<file path="src/shared/smcd_map.vh">
`ifndef SMCD_MAP_VH
`define SMCD_MAP_VH

// ----------------------------------------------------------------------------
// Descriptor layout
// ----------------------------------------------------------------------------
`define SMCD_DESC_W 16
`define SMCD_DESC_RST 16'h0000
`define SMCD_FLAG_EMPTY 15
`define SMCD_FLAG_READY 15
`define SMCD_FLAG_LAST 14
`define SMCD_FLAG_ERR 13
`define SMCD_FLAG_ABORT 13
`define SMCD_FLAG_MISM 12
`define SMCD_FLAG_ABIT 9
`define SMCD_FLAG_EBIT 8
`define SMCD_DATA_HI 7
`define SMCD_DATA_LO 0
`define SMCD_CI_HI 5
`define SMCD_CI_LO 2
`define SMCD_CI_PAD_HI 1
`define SMCD_RSV_HI 14
`define SMCD_RSV_LO 6

// ----------------------------------------------------------------------------
// Descriptor index on the host word port
// ----------------------------------------------------------------------------
`define SMCD_IDX_MON_RX 2'h0
`define SMCD_IDX_MON_TX 2'h1
`define SMCD_IDX_CI_RX 2'h2
`define SMCD_IDX_CI_TX 2'h3

// ----------------------------------------------------------------------------
// Channel mode field bits
// ----------------------------------------------------------------------------
`define SMCD_MODE_TRANSP 3
`define SMCD_MODE_LINK 2
`define SMCD_MODE_MON 1

// ----------------------------------------------------------------------------
// Serial frame slots, first bit on the wire is bit 0
// ----------------------------------------------------------------------------
`define SMCD_FRAME_BITS 18
`define SMCD_CNT_W 5
`define SMCD_SLOT_MON_HI 7
`define SMCD_SLOT_MON_LO 0
`define SMCD_SLOT_CH2_HI 15
`define SMCD_SLOT_CH2_LO 8
`define SMCD_SLOT_A 16
`define SMCD_SLOT_E 17
`define SMCD_FIFO_DEPTH 8

`endif

</file>
<file path="src/hdl/smcd_fifo.v">
module smcd_fifo #(
  parameter WIDTH = 18,
  parameter DEPTH = 8,
  parameter AW = 3
) (
  input wire clock,
  input wire rst_n,
  input wire in_valid,
  output wire in_ready,
  input wire [WIDTH-1:0] in_data,
  output wire out_valid,
  input wire out_ready,
  output wire [WIDTH-1:0] out_data
);

  reg [WIDTH-1:0] mem [0:DEPTH-1];
  reg [AW-1:0] wr_ptr;
  reg [AW-1:0] rd_ptr;
  reg [AW:0] count;
  wire push;
  wire pop;

  assign in_ready = (count != DEPTH[AW:0]);
  assign out_valid = (count != {(AW+1){1'b0}});
  assign out_data = mem[rd_ptr];
  assign push = in_valid && in_ready;
  assign pop = out_valid && out_ready;

  always @(posedge clock)
  begin
    if (push)
      mem[wr_ptr] <= in_data;
  end

  always @(posedge clock or negedge rst_n)
  begin
    if (!rst_n)
    begin
      wr_ptr <= {AW{1'b0}};
      rd_ptr <= {AW{1'b0}};
      count <= {(AW+1){1'b0}};
    end
    else
    begin
      if (push)
        wr_ptr <= (wr_ptr == DEPTH[AW-1:0] - 1'b1) ? {AW{1'b0}} : wr_ptr + 1'b1;
      if (pop)
        rd_ptr <= (rd_ptr == DEPTH[AW-1:0] - 1'b1) ? {AW{1'b0}} : rd_ptr + 1'b1;
      if (push && !pop)
        count <= count + 1'b1;
      else if (pop && !push)
        count <= count - 1'b1;
    end
  end

endmodule

</file>
<file path="src/hdl/smcd_top.v">
`include "smcd_map.vh"

module smcd_top #(
  parameter FIFO_DEPTH = `SMCD_FIFO_DEPTH,
  parameter FIFO_AW = 3
) (
  input wire clock,
  input wire rstn,
  input wire [3:0] channel_mode_field,
  input wire loop_mode,
  input wire channel_one_enable,
  input wire channel_two_enable,
  input wire [1:0] irq_mask,
  input wire host_sel,
  input wire host_we,
  input wire [1:0] host_addr,
  input wire [`SMCD_DESC_W-1:0] host_wdata,
  output reg [`SMCD_DESC_W-1:0] host_rdata,
  input wire layer1_clock,
  input wire layer1_sync,
  input wire layer1_rxd,
  output reg layer1_txd,
  output reg layer1_txd_oe,
  output reg mon_irq,
  output reg ci_irq
);

  localparam [1:0] TX_IDLE = 2'b00;
  localparam [1:0] TX_WAIT = 2'b01;
  localparam [1:0] TX_EOM = 2'b10;
  localparam [`SMCD_CNT_W-1:0] FRAME_N = `SMCD_FRAME_BITS;
  localparam FW = `SMCD_FRAME_BITS;

  // --------------------------------------------------------------------------
  // Reset release and pin synchronisers
  // --------------------------------------------------------------------------
  reg rst_meta;
  reg rst_n;
  reg [2:0] clk_sync;
  reg [1:0] sync_sync;
  reg [1:0] rxd_sync;

  always @(posedge clock or negedge rstn)
  begin
    if (!rstn)
    begin
      rst_meta <= 1'b0;
      rst_n <= 1'b0;
    end
    else
    begin
      rst_meta <= 1'b1;
      rst_n <= rst_meta;
    end
  end

  // The third clock stage only feeds edge detection, never the first stage.
  always @(posedge clock or negedge rst_n)
  begin
    if (!rst_n)
    begin
      clk_sync <= 3'h0;
      sync_sync <= 2'h0;
      rxd_sync <= 2'h0;
    end
    else
    begin
      clk_sync <= {clk_sync[1:0], layer1_clock};
      sync_sync <= {sync_sync[0], layer1_sync};
      rxd_sync <= {rxd_sync[0], layer1_rxd};
    end
  end

  wire l1_rise = clk_sync[1] && !clk_sync[2];
  wire l1_fall = !clk_sync[1] && clk_sync[2];

  // --------------------------------------------------------------------------
  // Frame shifter on the link side
  // --------------------------------------------------------------------------
  reg [`SMCD_CNT_W-1:0] bit_cnt;
  reg [FW-1:0] rx_sh;
  reg [FW-1:0] tx_cur;
  reg frame_done;
  wire [FW-1:0] tx_frame;
  wire fifo_in_ready;
  wire fifo_out_valid;
  wire [FW-1:0] fifo_out_data;
  wire host_wr = host_sel && host_we;
  // Host writes take the descriptors, so frame processing waits a cycle.
  wire pop = fifo_out_valid && !host_wr;

  always @(posedge clock or negedge rst_n)
  begin
    if (!rst_n)
    begin
      bit_cnt <= 5'h00;
      rx_sh <= 18'h00000;
      tx_cur <= 18'h00000;
      frame_done <= 1'b0;
      layer1_txd <= 1'b0;
      layer1_txd_oe <= 1'b0;
    end
    else
    begin
      frame_done <= 1'b0;
      if (l1_rise && sync_sync[1])
      begin
        bit_cnt <= 5'h01;
        rx_sh <= {rxd_sync[1], rx_sh[FW-1:1]};
        tx_cur <= tx_frame;
        frame_done <= (FRAME_N == 5'h01);
      end
      else if (l1_rise && bit_cnt != 5'h00 && bit_cnt < FRAME_N)
      begin
        bit_cnt <= bit_cnt + 5'h01;
        rx_sh <= {rxd_sync[1], rx_sh[FW-1:1]};
        frame_done <= (bit_cnt + 5'h01 == FRAME_N);
      end
      // Dropping back to idle after the last bit lets the driver release the line.
      else if (l1_rise && bit_cnt == FRAME_N)
        bit_cnt <= 5'h00;
      if (l1_fall)
      begin
        layer1_txd_oe <= (bit_cnt != 5'h00) && (bit_cnt <= FRAME_N);
        layer1_txd <= (bit_cnt != 5'h00) ? tx_cur[bit_cnt - 5'h01] : 1'b0;
      end
    end
  end

  // A frame that finds the buffer full is lost; the drain only stalls on host writes.
  smcd_fifo #(
    .WIDTH(FW),
    .DEPTH(FIFO_DEPTH),
    .AW(FIFO_AW)
  ) u_fifo (
    .clock(clock),
    .rst_n(rst_n),
    .in_valid(frame_done),
    .in_ready(fifo_in_ready),
    .in_data(loop_mode ? tx_cur : rx_sh),
    .out_valid(fifo_out_valid),
    .out_ready(!host_wr),
    .out_data(fifo_out_data)
  );

  // --------------------------------------------------------------------------
  // Mode decode and received fields
  // --------------------------------------------------------------------------
  wire link_mode = channel_mode_field[`SMCD_MODE_LINK];
  wire mon_proto = !link_mode && channel_mode_field[`SMCD_MODE_MON] && !channel_mode_field[`SMCD_MODE_TRANSP];
  wire mon_transp = !link_mode && channel_mode_field[`SMCD_MODE_MON] && channel_mode_field[`SMCD_MODE_TRANSP];
  wire [7:0] f_mon = fifo_out_data[`SMCD_SLOT_MON_HI:`SMCD_SLOT_MON_LO];
  wire [7:0] f_ch2 = fifo_out_data[`SMCD_SLOT_CH2_HI:`SMCD_SLOT_CH2_LO];
  wire [3:0] f_ci = f_ch2[`SMCD_CI_HI:`SMCD_CI_LO];
  wire f_a = fifo_out_data[`SMCD_SLOT_A];
  wire f_e = fifo_out_data[`SMCD_SLOT_E];

  // --------------------------------------------------------------------------
  // Descriptors and channel state
  // --------------------------------------------------------------------------
  reg [15:0] mon_rx_descriptor;
  reg [15:0] mon_tx_descriptor;
  reg [15:0] ci_rx_descriptor;
  reg [15:0] ci_tx_descriptor;
  reg [7:0] tx_byte;
  reg tx_a;
  reg tx_e;
  reg [7:0] ch2_byte;
  reg [7:0] mon_prev;
  reg mon_prev_ok;
  reg mon_stored;
  reg ack_pend;
  reg msg_active;
  reg [1:0] tx_state;
  reg [3:0] ci_prev;
  reg [3:0] ci_held;
  reg [15:0] next_mrx;
  reg [15:0] next_mtx;
  reg [15:0] next_crx;
  reg [15:0] next_ctx;
  reg [7:0] next_tx_byte;
  reg next_tx_a;
  reg next_tx_e;
  reg [7:0] next_ch2_byte;
  reg [7:0] next_prev;
  reg next_prev_ok;
  reg next_stored;
  reg next_ack_pend;
  reg next_msg;
  reg [1:0] next_tx_state;
  reg [3:0] next_ci_prev;
  reg [3:0] next_ci_held;
  reg ev_mon;
  reg ev_ci;

  assign tx_frame = {tx_e, tx_a, ch2_byte, tx_byte};

  always @*
  begin
    next_mrx = mon_rx_descriptor;
    next_mtx = mon_tx_descriptor;
    next_crx = ci_rx_descriptor;
    next_ctx = ci_tx_descriptor;
    next_tx_byte = tx_byte;
    next_tx_a = tx_a;
    next_tx_e = tx_e;
    next_ch2_byte = ch2_byte;
    next_prev = mon_prev;
    next_prev_ok = mon_prev_ok;
    next_stored = mon_stored;
    next_ack_pend = ack_pend;
    next_msg = msg_active;
    next_tx_state = tx_state;
    next_ci_prev = ci_prev;
    next_ci_held = ci_held;
    ev_mon = 1'b0;
    ev_ci = 1'b0;
    if (pop && channel_one_enable && mon_proto)
    begin
      // The acknowledge is a one-frame pulse on A, sent only once the host has emptied the buffer.
      next_tx_a = ack_pend && mon_rx_descriptor[`SMCD_FLAG_EMPTY];
      if (next_tx_a)
        next_ack_pend = 1'b0;
      if (f_e)
      begin
        next_msg = 1'b1;
        next_prev = f_mon;
        next_prev_ok = 1'b1;
        if (mon_prev_ok && f_mon != mon_prev)
        begin
          next_mrx[`SMCD_FLAG_MISM] = 1'b1;
          next_stored = 1'b0;
          if (next_ack_pend)
          begin
            next_mrx[`SMCD_FLAG_LAST] = 1'b1;
            next_mrx[`SMCD_FLAG_ERR] = 1'b1;
            next_mrx[`SMCD_FLAG_EMPTY] = 1'b0;
            next_ack_pend = 1'b0;
            ev_mon = 1'b1;
          end
        end
        else if (mon_prev_ok)
        begin
          next_mrx[`SMCD_FLAG_MISM] = 1'b0;
          if (!mon_stored && !ack_pend && mon_rx_descriptor[`SMCD_FLAG_EMPTY])
          begin
            next_mrx[`SMCD_DATA_HI:`SMCD_DATA_LO] = f_mon;
            next_mrx[`SMCD_FLAG_EMPTY] = 1'b0;
            next_mrx[`SMCD_FLAG_LAST] = 1'b0;
            next_mrx[`SMCD_FLAG_ERR] = 1'b0;
            next_stored = 1'b1;
            next_ack_pend = 1'b1;
            ev_mon = 1'b1;
          end
        end
      end
      else if (msg_active)
      begin
        next_msg = 1'b0;
        next_prev_ok = 1'b0;
        next_stored = 1'b0;
        next_ack_pend = 1'b0;
        next_mrx[`SMCD_FLAG_LAST] = 1'b1;
        next_mrx[`SMCD_FLAG_EMPTY] = 1'b0;
        ev_mon = 1'b1;
      end
      case (tx_state)
        TX_IDLE:
        begin
          if (mon_tx_descriptor[`SMCD_FLAG_READY])
          begin
            next_tx_byte = mon_tx_descriptor[`SMCD_DATA_HI:`SMCD_DATA_LO];
            next_tx_e = 1'b1;
            next_tx_state = TX_WAIT;
          end
          else if (f_a && tx_e)
          begin
            next_mtx[`SMCD_FLAG_ABORT] = 1'b1;
            next_tx_e = 1'b0;
            ev_mon = 1'b1;
          end
        end
        TX_WAIT:
        begin
          if (f_a)
          begin
            next_mtx[`SMCD_FLAG_READY] = 1'b0;
            ev_mon = 1'b1;
            next_tx_state = mon_tx_descriptor[`SMCD_FLAG_LAST] ? TX_EOM : TX_IDLE;
          end
        end
        TX_EOM:
        begin
          next_tx_e = 1'b0;
          next_tx_state = TX_IDLE;
        end
        default:
          next_tx_state = TX_IDLE;
      endcase
    end
    else if (pop && channel_one_enable && (mon_transp || link_mode))
    begin
      if (mon_rx_descriptor[`SMCD_FLAG_EMPTY])
      begin
        next_mrx[`SMCD_DATA_HI:`SMCD_DATA_LO] = f_mon;
        next_mrx[`SMCD_FLAG_ABIT] = f_a;
        next_mrx[`SMCD_FLAG_EBIT] = f_e;
        next_mrx[`SMCD_FLAG_EMPTY] = 1'b0;
        ev_mon = 1'b1;
      end
      if (mon_tx_descriptor[`SMCD_FLAG_READY])
      begin
        next_tx_byte = mon_tx_descriptor[`SMCD_DATA_HI:`SMCD_DATA_LO];
        next_tx_a = mon_tx_descriptor[`SMCD_FLAG_ABIT];
        next_tx_e = mon_tx_descriptor[`SMCD_FLAG_EBIT];
        next_mtx[`SMCD_FLAG_READY] = 1'b0;
        ev_mon = 1'b1;
      end
    end
    if (pop && channel_two_enable)
    begin
      if (link_mode)
      begin
        if (ci_rx_descriptor[`SMCD_FLAG_EMPTY])
        begin
          next_crx[`SMCD_DATA_HI:`SMCD_DATA_LO] = f_ch2;
          next_crx[`SMCD_FLAG_ABIT] = f_a;
          next_crx[`SMCD_FLAG_EBIT] = f_e;
          next_crx[`SMCD_FLAG_EMPTY] = 1'b0;
          ev_ci = 1'b1;
        end
      end
      else
      begin
        // A new value counts only when seen in two successive frames.
        next_ci_prev = f_ci;
        if (f_ci == ci_prev && f_ci != ci_held && ci_rx_descriptor[`SMCD_FLAG_EMPTY])
        begin
          next_crx = `SMCD_DESC_RST;
          next_crx[`SMCD_CI_HI:`SMCD_CI_LO] = f_ci;
          next_crx[`SMCD_CI_PAD_HI:0] = 2'h0;
          next_ci_held = f_ci;
          ev_ci = 1'b1;
        end
      end
      if (ci_tx_descriptor[`SMCD_FLAG_READY])
      begin
        next_ch2_byte = ci_tx_descriptor[`SMCD_DATA_HI:`SMCD_DATA_LO];
        next_ctx[`SMCD_FLAG_READY] = 1'b0;
        ev_ci = 1'b1;
      end
    end
  end

  // --------------------------------------------------------------------------
  // Descriptor storage and host word port
  // --------------------------------------------------------------------------
  always @(posedge clock or negedge rst_n)
  begin
    if (!rst_n)
    begin
      mon_rx_descriptor <= `SMCD_DESC_RST;
      mon_tx_descriptor <= `SMCD_DESC_RST;
      ci_rx_descriptor <= `SMCD_DESC_RST;
      ci_tx_descriptor <= `SMCD_DESC_RST;
      host_rdata <= `SMCD_DESC_RST;
      tx_byte <= 8'h00;
      tx_a <= 1'b0;
      tx_e <= 1'b0;
      ch2_byte <= 8'h00;
      mon_prev <= 8'h00;
      mon_prev_ok <= 1'b0;
      mon_stored <= 1'b0;
      ack_pend <= 1'b0;
      msg_active <= 1'b0;
      tx_state <= TX_IDLE;
      ci_prev <= 4'h0;
      ci_held <= 4'h0;
      mon_irq <= 1'b0;
      ci_irq <= 1'b0;
    end
    else
    begin
      if (host_wr)
      begin
        case (host_addr)
          `SMCD_IDX_MON_RX: mon_rx_descriptor <= host_wdata;
          `SMCD_IDX_MON_TX: mon_tx_descriptor <= host_wdata;
          `SMCD_IDX_CI_RX: ci_rx_descriptor <= host_wdata;
          default: ci_tx_descriptor <= host_wdata;
        endcase
      end
      else if (pop)
      begin
        mon_rx_descriptor <= next_mrx;
        mon_tx_descriptor <= next_mtx;
        ci_rx_descriptor <= next_crx;
        ci_tx_descriptor <= next_ctx;
      end
      if (host_sel && !host_we)
      begin
        case (host_addr)
          `SMCD_IDX_MON_RX: host_rdata <= mon_rx_descriptor;
          `SMCD_IDX_MON_TX: host_rdata <= mon_tx_descriptor;
          `SMCD_IDX_CI_RX: host_rdata <= ci_rx_descriptor;
          default: host_rdata <= ci_tx_descriptor;
        endcase
      end
      if (pop)
      begin
        tx_byte <= next_tx_byte;
        tx_a <= next_tx_a;
        tx_e <= next_tx_e;
        ch2_byte <= next_ch2_byte;
        mon_prev <= next_prev;
        mon_prev_ok <= next_prev_ok;
        mon_stored <= next_stored;
        ack_pend <= next_ack_pend;
        msg_active <= next_msg;
        tx_state <= next_tx_state;
        ci_prev <= next_ci_prev;
        ci_held <= next_ci_held;
      end
      mon_irq <= ev_mon && channel_one_enable && !irq_mask[0];
      ci_irq <= ev_ci && channel_two_enable && !irq_mask[1];
    end
  end

endmodule

</file>
<file path="config.mk">
export PLATFORM = sky130hd
export DESIGN_NAME = smcd_top
export DESIGN_NICKNAME = d
export VERILOG_FILES = /design/src/hdl/smcd_fifo.v /design/src/hdl/smcd_top.v
export VERILOG_INCLUDE_DIRS = /design/src /design/src/shared
export SDC_FILE = /design/constraint.sdc
export NUM_CORES = 1
export LEC_CHECK = 0
export BUFFER_PORTS_ARGS = -buffer_cell sky130_fd_sc_hd__buf_2
export CORE_MARGIN = 1
export CORE_UTILIZATION = 35
export DETAILED_ROUTE_END_ITERATION = 10
export GPL_TIMING_DRIVEN = 0
export HOLD_SLACK_MARGIN = 0.06
export PLACE_DENSITY = 0.46
export SYNTH_ARGS = -nofsm -noshare
export SYNTH_HDL_FRONTEND = slang
export SYNTH_SLANG_ARGS = --single-unit
</file>
<file path="constraint.sdc">
create_clock -name clock -period 7.84 [get_ports clock]
set_input_delay 0.392 -clock clock [delete_from_list [all_inputs] [get_ports clock]]
set_output_delay 0.392 -clock clock [all_outputs]
set_load 0.02 [all_outputs]
</file>
# Word-level counts from Yosys, hierarchy flattened
# Memory sizes are Yosys's and may differ from the RTL's.
# Cells that the tools add are included.
[totals]
regBits = 185
mem_bits_rw = 144
mem_count = 1
elab_cells = 305
[op_classes]
add_sub_neg = 6
magnitude_cmp = 3
bitwise_logic = 2
n_mux = 112
eq_ne = 41
n_reduce_logical = 96
[memory_table]
columns = ["name", "depth", "width", "rd", "rd_ports_with_merged_regs", "wr", "line_no", "source"]
rows = [
  ["u_fifo.mem", 8, 18, 1, 0, 1, "smcd_fifo.v:16", "reg [WIDTH-1:0] mem [0:DEPTH-1];"],
]
[op_table]
columns = ["operator", "n"]
rows = [
  ["$mux 16", 14],
  ["$mux 8", 9],
  ["$mux 1", 57],
  ["$mux 18", 3],
  ["$pmux 16 s3", 1],
  ["$mux 10", 4],
  ["$reduce_and 5->1", 7],
  ["$logic_and 1x1->1", 31],
  ["$reduce_bool 2->1", 14],
  ["$reduce_and 3->1", 7],
  ["$reduce_and 7->1", 3],
  ["$reduce_bool 3->1", 7],
  ["$mux 5", 4],
  ["$ne 3x3->1 const B", 6],
  ["$mux 4", 4],
  ["$mux 3", 5],
  ["$mux 2", 7],
  ["$logic_not 1->1", 12],
  ["$ne 3x1->1 const B", 4],
  ["$ne 4x4->1 const B", 3],
  ["$reduce_and 4->1", 3],
  ["$eq 5x5->1 const B", 2],
  ["$ne 2x1->1 const B", 5],
  ["$ne 2x2->1 const B", 5],
  ["31 further kinds", 43],
]

# Depth between registers and ports, before layout
# Gate-level depths: netlist of the first run.
[logic_depth]
depth_word = 15
mapped_depth = 13
mapped_depth_nobuf = 12

# Cells and area by module
# A second synthesis of the first run with hierarchy kept.
[unflattened]
cells_unflattened = 955
area_unflattened_um2 = 14561.5
[by_module_without_submodules]
columns = ["mod", "area_per_inst_um2", "seq_area_each_um2", "n_inst", "cells_each"]
rows = [
  ["smcd_top", 8343.0, 4379.2, 1, 682],
  ["smcd_fifo", 6218.5, 4574.4, 1, 273],
]

# Worst setup path after synthesis of the first run
# No wires, ideal clock.
[synth_timing]
path_kind = "flip-flop to flip-flop"
startpoint = "register u_fifo.rd_ptr[0]"
endpoint = "register mon_irq"
n_path_buf = 3
t_required_ns = 7.729
path_stages_with_launch = 11
setup_ns = 0.111
arrival_time_ns = 2.850
path_slack_ns = 4.879
cell_sequence = "dfrtp_1 > buf_6 > buf_12 > buf_12 > mux4_2 > mux2i_4 > xor2_2 > nand4_2 > o31ai_4 > mux2_2 > a2111oi_2"
[synth_between]
elab_chain_cells = 11
word_cells_on_any_way = 13
[synth_lines]
columns = ["element", "line_no", "source"]
rows = [
  ["start, declared", "smcd_fifo.v:18", "reg [AW-1:0] rd_ptr;"],
  ["start signal, assigned", "smcd_fifo.v:40", "rd_ptr <= {AW{1'b0}};"],
  ["start signal, assigned", "smcd_fifo.v:48", "rd_ptr <= (rd_ptr == DEPTH[AW-1:0] - 1'b1) ? {AW{1'b0}} : rd_ptr + 1'b1;"],
  ["$mem_v2 8x18 *", "--", ""],
  ["$ne 8x8->1", "smcd_top.v:229", "if (mon_prev_ok && f_mon != mon_prev)"],
  ["$logic_and 1x1->1", "smcd_top.v:229", ""],
  ["$mux 1", "smcd_top.v:229", ""],
  ["$mux 1", "smcd_top.v:224", "if (f_e)"],
  ["$mux 1", "smcd_top.v:276", "else if (f_a && tx_e)"],
  ["$mux 1", "smcd_top.v:270", "if (mon_tx_descriptor[`SMCD_FLAG_READY])"],
  ["$pmux 1 s2 *", "smcd_top.v:267", "case (tx_state)"],
  ["$mux 1 *", "smcd_top.v:218", "if (pop && channel_one_enable && mon_proto)"],
  ["$logic_and 1x1->1 * (2 in series)", "smcd_top.v:424", "mon_irq <= ev_mon && channel_one_enable && !irq_mask[0];"],
  ["end signal, assigned", "smcd_top.v:424", ""],
  ["end, declared", "smcd_top.v:24", "output reg mon_irq,"],
]
# Mark *: on every way between the ends. The rest lies on a longest branch, timed or not.
# A chain may end at the register's enable or synchronous reset.

# Worst setup path after layout of the first run
# Same ends and word-level chain as after synthesis.

==> flow_summary.toml, run 1 <==
[sta]
rsz0062_at_grt = "no"
tns_ps = 0
skew_ps = 19.9
worst_pin_slew_ps = 1120
hold_violations = 0
clock.fmax_ghz = 0.260
setup-violations-final = 0
period_share = 0.490
max_slew_margin = 0.248
drv_slew = 0
final_period_minus_worst_setup_slack_ps = 3840

[clock_network]
cts_tree = "yes"
cts_setup_buffers = 0
clkTransAtPathRegs_ps = 60
clock-sinks = 329
clockBufferDepth = 3
clock-root-buffer = "clkbuf_16"
clk_latency_ps = 560
htreeDepth = 2
cts_buffers = 39

[placed_design]
post_dp_cell_area_um2 = 15600
io_buffer_count = 50
place_hpwl_mm = 25.5
gp_congestion = 0.761

[pwr]
power.switching_w = 0.00199
switching_share = 0.321
power_density_nw_per_um2 = 366
p_leak_nw = 6.77
power.internal_w = 0.00421
combPwrFrac = 0.298
irDropWorstVdd_mv = 0.161
seq_power_share = 0.405
clockPowerShare = 0.297
finalPower_w = 0.00620

[routing]
antenna_left = 0
wire_per_inst_um = 22.8
drc = 0
route.vias.total = 8156
drt-total-wl_mm = 36.4
vias_per_cell = 5.11
drt_iter0_markers = 465
firstDrtPassIters = 4

[synthesis]
synthTopCellsByArea = "dfrtp_1 32%, edfxtp_1 30%, mux2_2 10%"
synth_top_area_frac = 0.322
synth_ff_type = "dfrtp_1"
synth_area_per_cell_um2 = 15.5
syn_area_um2 = 14400
synth_top_area_cell = "dfrtp_1"
synth-async-reset-ratio = 0.562
netlist_instances = 925
ys_seq_area_frac = 0.623
synth-edff-count = 144
netlist-cell-type-count = 72
synth_nets = 971
ys_ff_latch = 329
yosys_warnings = 0

[worst_setup_path]
reg2reg_slack_ps = 4000
start_kind = "flop"
critical_path_class = "flop to flop"
required_ps = 8270
crit_fanout = 10
rr_worst_depth = 9
critPathCaptureType = "flop"
rr_startpoint = "u_fifo.rd_ptr[0]$_DFFE_PN0P_"
critPathArrivalTime_ps = 4280
reg2reg_to = "mon_irq$_DFF_PN0_"

[global_routing]
grt_max_degree = 65
grt_usage = 0.183
busiest_layer = "met2"
grt_pass1_wl_mm = 55.8
grt_use_met1 = 0.257
grt_util_met3 = 0.0285
use_met2 = 0.289
grt_pass1_vias = 8481
antenna_found_initial = 3
gr-total-overflow = 0

[floorplan]
dieArea_um2 = 41900
rows = 73
die_y_um = 205
io_pins = 54
core_um2 = 40100
die_x_um = 205
initial_core_util = 0.358

[min_path]
hold_end = "ci_tx_descriptor[7]$_DFFE_PN0P_"
hold_class = "input pin to flop"
hold_path_startpoint = "host_wdata[7]"
hold_depth = 2

[run]
cap_violations = 0

[cells_and_area]
layout-drive-gt1-share = 0.322
diodes = 0
nets = 1087
nFillCells = 3682
syn2layout_area_growth_pct = 17.9
fin_area_um2 = 16900

[outcome]
outcome = "finished clean"
## cell usage in the layout, fill, tap and decap left out, types with 7 or more instances in the layout
cell	n
mux2_4	8
nand3_1	11
dfrtp_1	184
buf_2	53
and3_1	7
o21ai_0	30
dlygate4sd3_1	8
buf_6	13
clkbuf_1	23
xor2_1	9
mux4_1	8
buf_1	7
clkinv_2	7
mux2_1	10
clkinv_1	8
nor2_1	33
mux2_2	128
mux2i_1	29
a21oi_1	25
mux4_2	43
ha_1	11
xnor2_1	10
clkbuf_16	40
inv_1	15
nand2_1	64
a22o_1	9
edfxtp_1	144
nor3_1	7
## critical path, cell delays in order (launching register included)
cell	delay, ps
dfrtp_1	370
buf_6	180
buf_12	160
mux4_2	500
mux2i_1	780
xor2_1	230
nand4_2	160
o31ai_4	570
mux2_2	410
a2111oi_2	360
## cell type report
cell class	count	area, µm²	area share
Timing Repair Buffer	75	587	0.0347
Clock buffer	47	1040	0.0612
Buffer	41	254	0.0150
Sequential cell	329	8960	0.529
Inverter	15	56.3	0.00332
Tap cell	525	657	0.0388
Multi-Input combinational cell	540	5140	0.303
Clock inverter	23	249	0.0147
## state kept, by name, indices dropped and copies added (netlist names), 5 cells and up
register and flops:
host_rdata 16, ch2_byte 8, tx_byte 8, ci_rx_descriptor 16, mon_prev 8, rx_sh 18
u_fifo.mem 144, tx_cur 18, mon_tx_descriptor 16, bit_cnt 5, ci_tx_descriptor 16, mon_rx_descriptor 16
## routing by layer
| metal | wire length (µm) | share of wire |
|---|---|---|
| met2 | 17000 | 0.47 |
| met1 | 17100 | 0.47 |
| met5 | 0 | 0 |
| met3 | 1320 | 0.036 |
| met4 | 1000 | 0.027 |
## power groups by stage
stage	logic (W)	registers [W]	clock network [W]
after floorplan	0.00130	0.00248	0
after global placement	0.00184	0.00256	0
after detailed placement	0.00188	0.00254	0
after CTS	0.00189	0.00251	0.00189
after global routing	0.00202	0.00256	0.00197
final	0.00185	0.00251	0.00184
## what timing repair did
| action | in CTS | in global routing |
|---|---|---|
| endpoints found under the hold margin | 9 | 0 |
| gates resized for setup | 0 | 0 |
| hold buffers | 8 | 0 |
## worst max path at each step
stage	slack (ps)	end	from	cells after the start
finish	4000	mon_irq$_DFF_PN0_	u_fifo.rd_ptr[0]$_DFFE_PN0P_	9
global route	3830	mon_irq$_DFF_PN0_	u_fifo.rd_ptr[0]$_DFFE_PN0P_	9
CTS	3910	mon_irq$_DFF_PN0_	u_fifo.rd_ptr[0]$_DFFE_PN0P_	9
detailed placement	3960	mon_irq$_DFF_PN0_	u_fifo.rd_ptr[0]$_DFFE_PN0P_	9
global placement	-430	u_fifo.count[1]$_DFFE_PN0P_	rst_n$_DFF_PN0_	0
floorplan	2300	ack_pend$_DFFE_PN0P_	rst_n$_DFF_PN0_	0
## synthesized netlist by cell type (all sizes together), types with 2 or more instances
cell / n
dfrtp: 185
mux2: 146
edfxtp: 144
nand2: 64
mux4: 51
nor2: 36
mux2i: 33
o21ai: 32
a21oi: 25
buf: 20
clkbuf: 20
inv: 15
nor3: 12
ha: 11
nand3: 11
xnor2: 10
xor2: 10
a22o: 9
and3: 7
a21o: 6
nand2b: 6
nor2b: 6
o211ai: 6
a31oi: 5
o31ai: 5
or3: 5
and2: 4
nand4: 4
a211oi: 3
nor3b: 3
nor4: 3
or2: 3
a221oi: 2
a2bb2oi: 2
o221ai: 2
o22ai: 2
## kinds of logic (layout without fill, tap and decap cells)
| group | count (synthesis) | after routing | synth area share |
|---|---|---|---|
| other | 1 | 1 | 0.000261 |
| AOI/OAI and AO/OA | 110 | 110 | 0.0521 |
| and+or+nand+nor | 167 | 167 | 0.0554 |
| muxes | 230 | 230 | 0.224 |
| adders and majority gates | 12 | 12 | 0.0110 |
| xor gates and xnor gates | 20 | 20 | 0.0127 |
| DFF | 329 | 329 | 0.623 |
| buffers and inverters | 56 | 201 | 0.0216 |
## stage by stage
stage / instances / utilization / hold WS [ps] / setup WS (ps)
floorplan: 925 / - / 96.4 / 2300
global placement: 1500 / 0.381 / 177 / -426
detailed placement: 1517 / 0.388 / 178 / 3960
CTS: 1595 / 0.422 / 94.8 / 3910
global route: 1595 / 0.422 / 107 / 3830
finish: 1595 / 0.422 / 117 / 4000
Note: power is estimated with default switching activity, not from simulation.
==> run 2, diff against run 1 <==
==> constraint.sdc (replaced) <==
create_clock -name clock -period 3.9 [get_ports clock]
set_input_delay 0.195 -clock clock [delete_from_list [all_inputs] [get_ports clock]]
set_output_delay 0.195 -clock clock [all_outputs]
set_load 0.02 [all_outputs]
==> flow_summary.toml, run 2 (same netlist as run 1, synthesis figures left out) <==
[cells_and_area]
diodes = 0
layout-drive-gt1-share = 0.319
regArea_um2 = 8960
utilization = 0.426
multiInputGateArea_um2 = 5150
largest_reg_flops = 144
layout_commonest_cell = "dfrtp_1"
top_regs = "u_fifo.mem x144, rx_sh x18, tx_cur x18"
regMostFlops = "u_fifo.mem"
syn2layout_area_growth_pct = 18.8
nFillCells = 3650
final_cell_mix = "184 x dfrtp_1, 144 x edfxtp_1, 128 x mux2_2"
nets = 1104

[routing]
vias_per_cell = 5.11
route.vias.total = 8229
drt_iter0_markers = 397
drc = 0
firstDrtPassIters = 5
antenna_left = 0
drt-total-wl_mm = 36.2
wire_per_inst_um = 22.5

[clock_network]
cts_setup_buffers = 0
cts_buffers = 39
clkTransAtPathRegs_ps = 60
htreeDepth = 2
clockBufferDepth = 3
cts_tree = "yes"
clock-sinks = 329
clk_latency_ps = 540
clock-root-buffer = "clkbuf_16"

[worst_setup_path]
crit_fanout = 10
critPathArrivalTime_ps = 4080
critPathCaptureType = "flop"
start_kind = "flop"
max_stage_delay_ps = 680
rr_worst_depth = 9
required_ps = 4320
reg2reg_slack_ps = 240
crit_buf_inv = 2
cp_slowest_cell = "clkbuf_1"
rr_startpoint = "u_fifo.rd_ptr[2]$_DFFE_PN0P_"
path_cells = "buf_6, clkbuf_1, mux4_1, mux2i_4, xor2_1, nand3_1, o31ai_4, mux2_2, a2111oi_2"
reg2reg_to = "mon_irq$_DFF_PN0_"
critical_path_class = "flop to flop"
crit_family = "multiplexers"

[global_routing]
grt_use_met1 = 0.251
grt_pass1_wl_mm = 55.9
grt_usage = 0.182
grt_pass1_vias = 8727
gr-total-overflow = 0
use_met2 = 0.292
grt_util_met3 = 0.0293
antenna_found_initial = 1
busiest_layer = "met2"
grt_max_degree = 51

[floorplan]
io_pins = 54
rows = 73
core_um2 = 40100
die_x_um = 205
die_y_um = 205
initial_core_util = 0.358
dieArea_um2 = 41900

[placed_design]
place_hpwl_mm = 25.9
gp_congestion = 0.771
io_buffer_count = 50
post-place-ws_ps = 50.0

[min_path]
hold_end = "mon_rx_descriptor[11]$_DFFE_PN0P_"
hold_path_startpoint = "host_addr[0]"
hold_depth = 4
hold_class = "input pin to flop"

[sta]
tns_ps = 0
final_period_minus_worst_setup_slack_ps = 3660
worst_pin_slew_ps = 1100
drv_slew = 0
setup-violations-final = 0
max_slew_margin = 0.262
hold_violations = 0
finalWorstSetupSlack_ps = 242
skew_ps = 16.6
period_share = 0.938
rsz0062_at_grt = "no"
clock.fmax_ghz = 0.273

[pwr]
power_density_nw_per_um2 = 721
irDropWorstVdd_mv = 0.326
p_leak_nw = 6.82

[run]
cap_violations = 0

[outcome]
outcome = "finished clean"
-- run 2: cell types whose count changed in the layout (fill, tap and decap cells not counted), sizes merged --
cell / change
clkbuf: +8
clkinv: -7
bufinv: -3
buf: +1
dlygate4sd3: +16
inv: -1
-- run 2: power by group --
| part | internal, W | leakage, nW | switching, W |
|---|---|---|---|
| Clock | 0.00212 | 0.606 | 0.00141 |
| Combinational | 0.00175 | 2.64 | 0.00198 |
| Sequential | 0.00450 | 3.57 | 0.000552 |
| Total | 0.00837 | 6.82 | 0.00394 |
-- run 2: area by class of cell --
cell class,instances,area share
inverter,15,0.00330
tap,525,0.0385
clock buffer,55,0.0655
clock inverter,12,0.00696
multi-input combinational,540,0.302
sequential,329,0.525
timing repair buffer,92,0.0444
buffer,41,0.0149
-- run 2: worst max-delay path by stage --
stage / from / end / slack (ps) / depth (start not counted)
after floorplan: rst_n$_DFF_PN0_ / ack_pend$_DFFE_PN0P_ / 850 / 0
after global placement: u_fifo.count[0]$_DFFE_PN0P_ / u_fifo.mem[0][14]$_DFFE_PP_ / -1290 / 4
after detailed placement: u_fifo.rd_ptr[0]$_DFFE_PN0P_ / mon_irq$_DFF_PN0_ / 50 / 9
after CTS: u_fifo.rd_ptr[0]$_DFFE_PN0P_ / mon_irq$_DFF_PN0_ / 30 / 9
after global routing: u_fifo.rd_ptr[2]$_DFFE_PN0P_ / mon_irq$_DFF_PN0_ / 1 / 9
final: u_fifo.rd_ptr[2]$_DFFE_PN0P_ / mon_irq$_DFF_PN0_ / 240 / 9
-- run 2: worst min-delay path, cell delays in order --
cell and delay, ps:
buf_2 100, nor3_1 150, nand2_1 110, nand2_1 40
-- run 2: metal layers --
layer  wire [µm]  part of all wire  vias up
met5           9           0.00025        -
met4         941             0.026        2
met3        1210             0.033       59
met2       17200              0.47      138
met1       16900              0.47     4259
li1            -                 -     3771
-- run 2: what timing repair did --
item / 4_1_cts / 5_1_grt
endpoints found under the hold margin: 51 / 0
endpoints found under the setup margin: 0 / 2
hold buffers: 24 / 0
gates resized for setup: 0 / 3
-- run 2: through the flow --
stage | area [µm²] | instances | power [W] | hold slack, ps
floorplan | 14400 | 925 | 0.00761 | -101
global placement | 15300 | 1500 | 0.00885 | -20.2
detailed placement | 15600 | 1518 | 0.00888 | -15.0
CTS | 17100 | 1609 | 0.0125 | 71.1
global route | 17100 | 1609 | 0.0130 | 118
finish | 17100 | 1609 | 0.0123 | 87.4
